## src/rtl/flash_front_pkg.sv

```systemverilog
// Constants shared by both ends of the serial flash command front end.
// Assumes a 40 MHz core clock on both ends.
package flash_front_pkg;
  localparam int unsigned CLK_HZ                    = 40000000;
  localparam int unsigned SUPPLY_TO_SELECT_DELAY_US = 70;
  localparam int unsigned POWER_UP_WRITE_DELAY_MS   = 20;
  localparam int unsigned SELECT_DELAY_CYCLES       =
    (SUPPLY_TO_SELECT_DELAY_US * (CLK_HZ / 1000000));
  localparam int unsigned WRITE_DELAY_CYCLES        =
    (POWER_UP_WRITE_DELAY_MS * (CLK_HZ / 1000));
  localparam int unsigned SCK_HALF_CYCLES           = 4;
  localparam int unsigned ADDR_BITS                 = 24;
  localparam int unsigned PAGE_MSB                  = 19;
  localparam int unsigned PAGE_LSB                  = 9;
  localparam int unsigned BYTE_MSB                  = 8;
  localparam logic [7:0]  OP_READ_PAGE              = 8'hd2;
  localparam logic [7:0]  OP_READ_CONT              = 8'he8;
  localparam logic [7:0]  OP_READ_BUF1              = 8'hd4;
  localparam logic [7:0]  OP_READ_BUF2              = 8'hd6;
  localparam logic [7:0]  OP_PAGE_86                = 8'h86;
  localparam logic [7:0]  OP_PAGE_88                = 8'h88;
  localparam logic [7:0]  OP_PAGE_89                = 8'h89;
  localparam logic [7:0]  OP_BUF_87                 = 8'h87;
  localparam logic [7:0]  OP_BUF_D1                 = 8'hd1;
  localparam logic [2:0]  PAGE_DUMMY_BYTES          = 3'h4;
  localparam logic [2:0]  BUF_DUMMY_BYTES           = 3'h1;
  localparam logic        MODE3                     = 1'b1;
  localparam logic        MODE0                     = 1'b0;
endpackage : flash_front_pkg

```

## src/rtl/flash_link_if.sv

```systemverilog
// Serial link between host controller and flash front end.
// Assumes the bench resolves so from so_out and so_oe.
`timescale 1ns/1ps
`default_nettype none
interface flash_link_if;
  logic select_n;
  logic sck;
  logic si;
  logic so_out;
  logic so_oe;
  modport device (input select_n, input sck, input si, output so_out, output so_oe);
  modport host (output select_n, output sck, output si, input so_out, input so_oe);
endinterface : flash_link_if
`default_nettype wire

```

## src/rtl/pin_sync.sv

```systemverilog
// Three-stage pin synchroniser; a change counts when stages two and three agree.
// Assumes a single core clock.
`timescale 1ns/1ps
`default_nettype none
module pin_sync #(
  parameter logic INIT = 1'b1
) (
  // Clock and reset
  input  wire logic core_clk,
  input  wire logic reset,
  // Pin
  input  wire logic pin,
  output var  logic level
);
  logic s1;
  logic s2;
  logic s3;

  always_ff @(posedge core_clk)
  begin
    if (reset)
    begin
      s1 <= INIT;
      s2 <= INIT;
      s3 <= INIT;
    end
    else
    begin
      s1 <= pin;
      s2 <= s1;
      s3 <= s2;
    end
  end

  always_ff @(posedge core_clk)
  begin
    if (reset)
      level <= INIT;
    else if (s2 == s3)
      level <= s3;
  end
endmodule : pin_sync
`default_nettype wire

```

## src/rtl/flash_front_dev.sv

```systemverilog
// Device end: mode detect, opcode/address capture, field split, dummy count.
// Assumes host honours select and write delays after power-up.
//
// Summary of operation
// - Default to mode 3 after reset
// - Serial output high impedance after reset
// - Instructions start only on select falling edge
// - Sample idle clock on select fall
// - Host waits 70 us before selecting
// - Ignore commands during internal power-on reset
// - Host waits 20 ms before program/erase
// - Enter standby after power-up completes
// - Address: 4 spare, 11 page, 9 byte
// - Dummy bytes: 4 page reads, 1 buffer
// - Page ops use page; buffer ops use byte
`timescale 1ns/1ps
`default_nettype none
module flash_front_dev
  import flash_front_pkg::*;
#(
  parameter int unsigned POR_CYCLES = 16
) (
  // Clock and reset
  input  wire logic core_clk,
  input  wire logic reset,
  // Link
  flash_link_if.device link,
  // Decoded command to the array logic
  output var  logic        standby,
  output var  logic        mode,
  output var  logic        cmd_valid,
  output var  logic [7:0]  cmd_opcode,
  output var  logic [10:0] cmd_page,
  output var  logic [8:0]  cmd_byte,
  output var  logic        cmd_use_page,
  output var  logic        cmd_use_byte,
  output var  logic [2:0]  cmd_dummy,
  output var  logic        data_phase,
  // Read data from the array logic
  input  wire logic        out_req,
  input  wire logic [7:0]  out_byte
);
  typedef enum logic [2:0] {
    ST_POR    = 3'b000,
    ST_STBY   = 3'b001,
    ST_OPCODE = 3'b010,
    ST_ADDR   = 3'b011,
    ST_DUMMY  = 3'b100,
    ST_DATA   = 3'b101,
    ST_WAIT   = 3'b110
  } state_e;

  state_e      state;
  logic        sel_n;
  logic        sck_l;
  logic        si_l;
  logic        sel_d;
  logic        sck_d;
  logic [15:0] por_count;
  logic [4:0]  bit_count;
  logic [2:0]  dummy_left;
  logic [31:0] shift;
  logic [7:0]  tx;
  logic [2:0]  next_dummy;
  logic        sel_fall;
  logic        sck_rise;
  logic        sck_fall;

  pin_sync #(.INIT(1'b1)) u_sel (.core_clk(core_clk), .reset(reset), .pin(link.select_n),
                                 .level(sel_n));
  pin_sync #(.INIT(1'b1)) u_sck (.core_clk(core_clk), .reset(reset), .pin(link.sck),
                                 .level(sck_l));
  pin_sync #(.INIT(1'b0)) u_si  (.core_clk(core_clk), .reset(reset), .pin(link.si),
                                 .level(si_l));

  assign sel_fall = sel_d & ~sel_n;
  assign sck_rise = ~sck_d & sck_l;
  assign sck_fall = sck_d & ~sck_l;

  always_comb
  begin
    next_dummy = 3'h0;
    case (shift[7:0])
      OP_READ_PAGE, OP_READ_CONT : next_dummy = PAGE_DUMMY_BYTES;
      OP_READ_BUF1, OP_READ_BUF2 : next_dummy = BUF_DUMMY_BYTES;
      default                    : next_dummy = 3'h0;
    endcase
  end

  always_ff @(posedge core_clk)
  begin
    if (reset)
    begin
      sel_d <= 1'b1;
      sck_d <= 1'b1;
    end
    else
    begin
      sel_d <= sel_n;
      sck_d <= sck_l;
    end
  end

  // Internal power-on reset hold
  always_ff @(posedge core_clk)
  begin
    if (reset)
      por_count <= 16'h0000;
    else if (state == ST_POR)
      por_count <= por_count + 16'h0001;
  end

  // Mode sampled from idle clock level at each selection outside internal power-on reset
  always_ff @(posedge core_clk)
  begin
    if (reset)
      mode <= MODE3;
    else if (sel_fall && state != ST_POR)
      mode <= sck_l ? MODE3 : MODE0;
  end

  always_ff @(posedge core_clk)
  begin
    if (reset)
    begin
      state      <= ST_POR;
      bit_count  <= 5'h00;
      shift      <= 32'h0;
      dummy_left <= 3'h0;
      cmd_valid  <= 1'b0;
      cmd_opcode <= 8'h00;
      cmd_page   <= 11'h000;
      cmd_byte   <= 9'h000;
      cmd_use_page <= 1'b0;
      cmd_use_byte <= 1'b0;
      cmd_dummy  <= 3'h0;
    end
    else
    begin
      cmd_valid <= 1'b0;
      case (state)
        ST_POR :
          if (por_count == 16'(POR_CYCLES - 1))
            state <= ST_STBY;
        ST_STBY :
          if (sel_fall)
          begin
            state     <= ST_OPCODE;
            bit_count <= 5'h00;
          end
        ST_OPCODE, ST_ADDR, ST_DUMMY :
          if (sel_n)
            state <= ST_STBY;
          else if (sck_rise)
          begin
            shift     <= {shift[30:0], si_l};
            bit_count <= bit_count + 5'h01;
            if (state == ST_OPCODE && bit_count == 5'd7)
            begin
              cmd_opcode <= {shift[6:0], si_l};
              state      <= ST_ADDR;
              bit_count  <= 5'h00;
            end
            else if (state == ST_ADDR && bit_count == 5'(ADDR_BITS - 1))
            begin
              cmd_page     <= shift[PAGE_MSB - 1:PAGE_LSB - 1];
              cmd_byte     <= {shift[BYTE_MSB - 1:0], si_l};
              cmd_use_page <= (cmd_opcode != OP_BUF_87) && (cmd_opcode != OP_BUF_D1);
              cmd_use_byte <= (cmd_opcode != OP_PAGE_86) && (cmd_opcode != OP_PAGE_88)
                              && (cmd_opcode != OP_PAGE_89);
              shift[7:0]   <= cmd_opcode;
              bit_count    <= 5'h00;
              state        <= ST_DUMMY;
              dummy_left   <= 3'h7;
            end
            else if (state == ST_DUMMY && bit_count == 5'd7)
            begin
              bit_count  <= 5'h00;
              dummy_left <= dummy_left - 3'h1;
              if (dummy_left == 3'h1)
                state <= ST_DATA;
            end
          end
          else if (state == ST_DUMMY && dummy_left == 3'h7)
          begin
            cmd_dummy  <= next_dummy;
            cmd_valid  <= 1'b1;
            dummy_left <= next_dummy;
            if (next_dummy == 3'h0)
              state <= ST_DATA;
          end
        ST_DATA, ST_WAIT :
          if (sel_n)
            state <= ST_STBY;
        default :
          state <= ST_STBY;
      endcase
    end
  end

  always_ff @(posedge core_clk)
  begin
    if (reset)
      data_phase <= 1'b0;
    else
      data_phase <= (state == ST_DATA) && !sel_n;
  end

  always_ff @(posedge core_clk)
  begin
    if (reset)
      standby <= 1'b0;
    else
      standby <= (state == ST_STBY);
  end

  // Output shifts on falling clock edge; drive only when asked
  always_ff @(posedge core_clk)
  begin
    if (reset)
    begin
      tx          <= 8'h00;
      link.so_out <= 1'b0;
      link.so_oe  <= 1'b0;
    end
    else if (sel_n || state != ST_DATA || !out_req)
    begin
      link.so_oe  <= 1'b0;
      link.so_out <= 1'b0;
      tx          <= out_byte;
    end
    else
    begin
      link.so_oe <= 1'b1;
      if (sck_fall || !link.so_oe)
      begin
        link.so_out <= tx[7];
        tx          <= {tx[6:0], tx[7]};
      end
    end
  end
endmodule : flash_front_dev
`default_nettype wire

```

## src/flat_wrapper.sv

```systemverilog
// flat-port wrapper written by rule: the top's interface ports become plain ports
module flash_front_dev_flat import flash_front_pkg::*;
#(
  parameter int unsigned POR_CYCLES = 16
)
  (core_clk, reset, standby, mode, cmd_valid, cmd_opcode, cmd_page, cmd_byte, cmd_use_page, cmd_use_byte, cmd_dummy, data_phase, out_req, out_byte, link_select_n, link_sck, link_si, link_so_out, link_so_oe);
  flash_link_if link_i ();
  input  wire logic core_clk;
  input  wire logic reset;
  output var  logic standby;
  output var  logic mode;
  output var  logic cmd_valid;
  output var  logic [7:0] cmd_opcode;
  output var  logic [10:0] cmd_page;
  output var  logic [8:0] cmd_byte;
  output var  logic cmd_use_page;
  output var  logic cmd_use_byte;
  output var  logic [2:0] cmd_dummy;
  output var  logic data_phase;
  input  wire logic out_req;
  input  wire logic [7:0] out_byte;
  input wire logic [$bits(link_i.select_n)-1:0] link_select_n;
  input wire logic [$bits(link_i.sck)-1:0] link_sck;
  input wire logic [$bits(link_i.si)-1:0] link_si;
  output wire logic [$bits(link_i.so_out)-1:0] link_so_out;
  output wire logic [$bits(link_i.so_oe)-1:0] link_so_oe;
  assign link_i.select_n = link_select_n;
  assign link_i.sck = link_sck;
  assign link_i.si = link_si;
  assign link_so_out = link_i.so_out;
  assign link_so_oe = link_i.so_oe;
  flash_front_dev #(.POR_CYCLES(POR_CYCLES)) u_core (.core_clk(core_clk), .reset(reset), .link(link_i), .standby(standby), .mode(mode), .cmd_valid(cmd_valid), .cmd_opcode(cmd_opcode), .cmd_page(cmd_page), .cmd_byte(cmd_byte), .cmd_use_page(cmd_use_page), .cmd_use_byte(cmd_use_byte), .cmd_dummy(cmd_dummy), .data_phase(data_phase), .out_req(out_req), .out_byte(out_byte));
endmodule
```

## config.mk

```make
export PLATFORM = sky130hd
export DESIGN_NAME = flash_front_dev_flat
export DESIGN_NICKNAME = d
export VERILOG_FILES = /design/src/rtl/flash_front_pkg.sv /design/src/rtl/flash_link_if.sv /design/src/rtl/pin_sync.sv /design/src/rtl/flash_front_dev.sv /design/src/flat_wrapper.sv
export SDC_FILE = /design/constraint.sdc
export NUM_CORES = 1
export LEC_CHECK = 0
export BUFFER_PORTS_ARGS = -buffer_cell sky130_fd_sc_hd__buf_2
export CORE_ASPECT_RATIO = 1.75
export CORE_MARGIN = 2
export CORE_UTILIZATION = 52
export DETAILED_ROUTE_END_ITERATION = 8
export GPL_ROUTABILITY_DRIVEN = 0
export PLACE_DENSITY = 0.75
export SLEW_MARGIN = 20
export SYNTH_ARGS = -nofsm -noshare
export SYNTH_HDL_FRONTEND = slang
export SYNTH_SLANG_ARGS = --single-unit
```

## constraint.sdc

```tcl
create_clock -name core_clk -period 1.95 [get_ports core_clk]
set_clock_uncertainty 0.1 [all_clocks]
set_input_delay 0 -clock core_clk [delete_from_list [all_inputs] [get_ports core_clk]]
set_output_delay 0 -clock core_clk [all_outputs]
set_load 0.02 [all_outputs]
```

==> impl_metrics.py <==
metrics = {
    "grt": {
        "grt_max_degree": 40,
        "grt_pass1_vias": 3879,
        "antenna_found_initial": 0,
        "grt_pass1_wl_mm": 17.3,
        "grt_overflow": 0,
        "grt_use_total_pct": 23.2,
    },
    "logic_synthesis": {
        "yosys.cell_types.count": 57,
        "synthArstFlopShare_pct": 0,
        "synth_common_cells": "106 x dfxtp_1, 104 x nand2_1, 52 x nor2_1",
        "ys_ff_latch": 106,
        "mappedNetlistArea_sq_mm": 0.00448,
        "synthTopCellsByArea": "dfxtp_1 47%, nand2_1 8.7%, a21oi_1 5.7%",
        "yosysTopAreaCell": "dfxtp_1",
        "ys.flop_type": "dfxtp_1",
        "syn_avg_cell_area_sq_um": 8.51,
        "synth_edf_count": 0,
        "synthCells": 527,
        "yosysTopAreaCellShare_pct": 47.3,
        "ys_seq_area_share_pct": 47.3,
        "syn-num-nets": 546,
        "yosysWarnings": 0,
        "synth.most_common_cell": "dfxtp_1",
    },
    "die": {
        "coreArea_sq_mm": 0.00831,
        "die_height_um": 127,
        "io_pins": 53,
        "initial_core_util_pct": 53.9,
        "die_area_sq_mm": 0.00941,
        "row_count": 44,
        "fp.dieW_um": 74.2,
    },
    "cts": {
        "clock_latency_ns": 0.35,
        "cts-buffers-inserted": 9,
        "cts.sinks": 106,
        "clkTransAtPathRegs_ns": 0.07,
        "cts_tree": "yes",
        "cts_root_buf": "clkbuf_16",
        "htree_levels": 3,
        "cts_buffer_depth": 2,
    },
    "cells_and_area": {
        "nets": 650,
        "area_growth_syn_to_layout_pct": 36.7,
        "drive_gt1_share_pct": 33.9,
        "antennaDiodeCount": 0,
        "fill_cells": 565,
        "fin_area_sq_mm": 0.00613,
        "fin_cells": 750,
    },
    "outcome": {
        "status": "finished, violations left",
        "violations": "setup timing",
    },
    "timing": {
        "setup_ws_ns": -0.137,
        "rsz0062_at_grt": "yes",
        "fin_crit_ns": 2.09,
        "maxSlewViolCount": 0,
        "hold_ws_ns": 0.266,
        "period_share_pct": 107,
        "hold_viol_final": 0,
        "finalSetupViolCount": 17,
        "fmax_mhz": 479,
        "fin_setup_tns_ns": -0.513,
    },
    "power_and_ir_drop": {
        "sw_frac_of_total_pct": 23.2,
        "p_switching_w": 0.000958,
        "p_leak_nw": 2.54,
        "clockPowerShare_pct": 40.4,
        "comb_power_share_pct": 5.7,
        "power.density_mw_per_mm2": 674,
        "seqPwrFrac_pct": 53.9,
        "vdd_drop_max_mv": 0.548,
        "internal_power_w": 0.00317,
    },
    "worst_setup_path": {
        "critPathArrivalTime_ns": 2.24,
        "crit_fanout": 7,
        "cp.required_ns": 2.10,
        "path_class": "register to register",
        "worst_setup_path_start_kind": "register",
        "crit_path_end_kind": "register",
    },
    "place": {
        "hpwl_mm": 7.31,
        "place_area_sq_mm": 0.00508,
        "place_ws_ns": -0.118,
        "io_buffers": 51,
        "place_inst": 703,
    },
    "drt": {
        "vias_per_cell": 5.69,
        "routed_wirelength_mm": 12.1,
        "antenna_left": 0,
        "wl_per_cell_um": 16.2,
        "dr.pass1.iters": 5,
        "route.detailed.drc": 0,
        "via_count": 4264,
        "drtIter0Drc": 240,
    },
    "min_path": {
        "min_path_type": "input port to register",
    },
    "job": {
        "cap_violations": 0,
    },
}
final timing paths:
kind                                start                            to  slack (ns)  cells past startpoint
max          u_core.state[2]$_SDFFE_PP0P_  u_core.state[2]$_SDFFE_PP0P_       -0.14                      7
min                         link_select_n    u_core.u_sel.s1$_SDFF_PP1_        0.27                      3
max reg2reg  u_core.state[2]$_SDFFE_PP0P_  u_core.state[2]$_SDFFE_PP0P_       -0.14                      7
min reg2reg    u_core.u_sel.s1$_SDFF_PP1_    u_core.u_sel.s2$_SDFF_PP1_        0.31                      1
layout make-up:
type / instances / area (sq um) / share of cell area (%)
multi-input cells: 384 / 2570 / 42.0
flip-flops and latches: 106 / 2130 / 34.8
repair buffers: 124 / 986 / 16.1
clock buffers: 10 / 229 / 3.74
well taps: 115 / 144 / 2.35
clock inverters: 5 / 40.0 / 0.653
inverters: 6 / 22.5 / 0.368
cell usage in the layout, fill, tap and decap left out, types with 3 or more instances in the layout:
cell type      instances
dfxtp_1               98
nand2_4               14
mux2i_1               20
o21ai_0               12
a311oi_1               8
buf_12                 6
nor3_2                 3
clkinv_4               3
ha_1                   3
a31oi_1                4
nand2_1               83
dfxtp_2                7
nand2_2                6
buf_6                  4
clkbuf_16             12
nand2b_1               4
inv_1                  5
nand4_1                8
dlygate4sd3_1         13
nand3_1                6
nor2_1                50
a21o_1                 4
xor2_1                11
a211oi_1               8
nor3_1                10
a21oi_2               18
buf_2                 51
buf_4                 46
xnor2_1                5
a21oi_1               33
or2_2                  9
nor2b_1                6
registers in the layout (all words and copies together), names as in the netlist, 2 cells and up:
register / count
u_core.state: 3
u_core.shift: 19
u_core.cmd_byte: 9
u_core.tx: 8
u_core.dummy_left: 3
u_core.cmd_opcode: 8
u_core.por_count: 16
u_core.cmd_page: 11
u_core.bit_count: 5
u_core.cmd_dummy: 2
worst max-delay path, stage by stage (launching register included):
cell and delay [ns]:
dfxtp_4 0.38, buf_6 0.14, and4b_2 0.26, a211oi_2 0.23, o31ai_1 0.13, o211ai_1 0.31
buf_4 0.18, mux2i_2 0.25
cell families after synthesis:
| kind of cell | count (synthesis) | synth area share, % |
|---|---|---|
| simple gates | 231 | 24.2 |
| compound gates | 109 | 15.1 |
| flops | 106 | 47.3 |
| buf+inv | 37 | 3.85 |
| mux | 22 | 4.94 |
| xor+xnor | 16 | 3.13 |
| fa+ha+maj | 5 | 1.40 |
| other cells | 1 | 0.0836 |
per-layer routing:
metal | GRT usage [%] | wire length [um] | vias to the layer above
li1 | - | - | 2043
met1 | 25.3 | 4560 | 2030
met2 | 41.1 | 6630 | 157
met3 | 4.69 | 527 | 34
met4 | 11.9 | 423 | 0
met5 | 0 | 0 | -
power groups by stage:
stage | clock [W] | sequential [W] | combinational, W
CTS | 0.00168 | 0.00223 | 0.000216
floorplan | 0 | 0.00227 | 0.000132
global placement | 0 | 0.00227 | 0.000185
global route | 0.00177 | 0.00223 | 0.000255
finish | 0.00167 | 0.00223 | 0.000234
detailed placement | 0 | 0.00228 | 0.000190
stage by stage:
stage / power, W / util (%)
6_report: 0.00413 / 73.7
2_1_floorplan: 0.00240 / -
3_5_place_dp: 0.00247 / 61.2
3_3_place_gp: 0.00246 / 61.2
4_1_cts: 0.00412 / 66.7
5_1_grt: 0.00426 / 73.7
repair_timing:
item	in CTS	in global routing
endpoints found under the hold margin	19	0
pin swaps	6	46
resized for setup	11	98
gates cloned	0	5
hold buffers	13	0
setup endpoints to repair	35	44
setup buffers	2	12
Note: power is estimated with default switching activity, not from simulation.
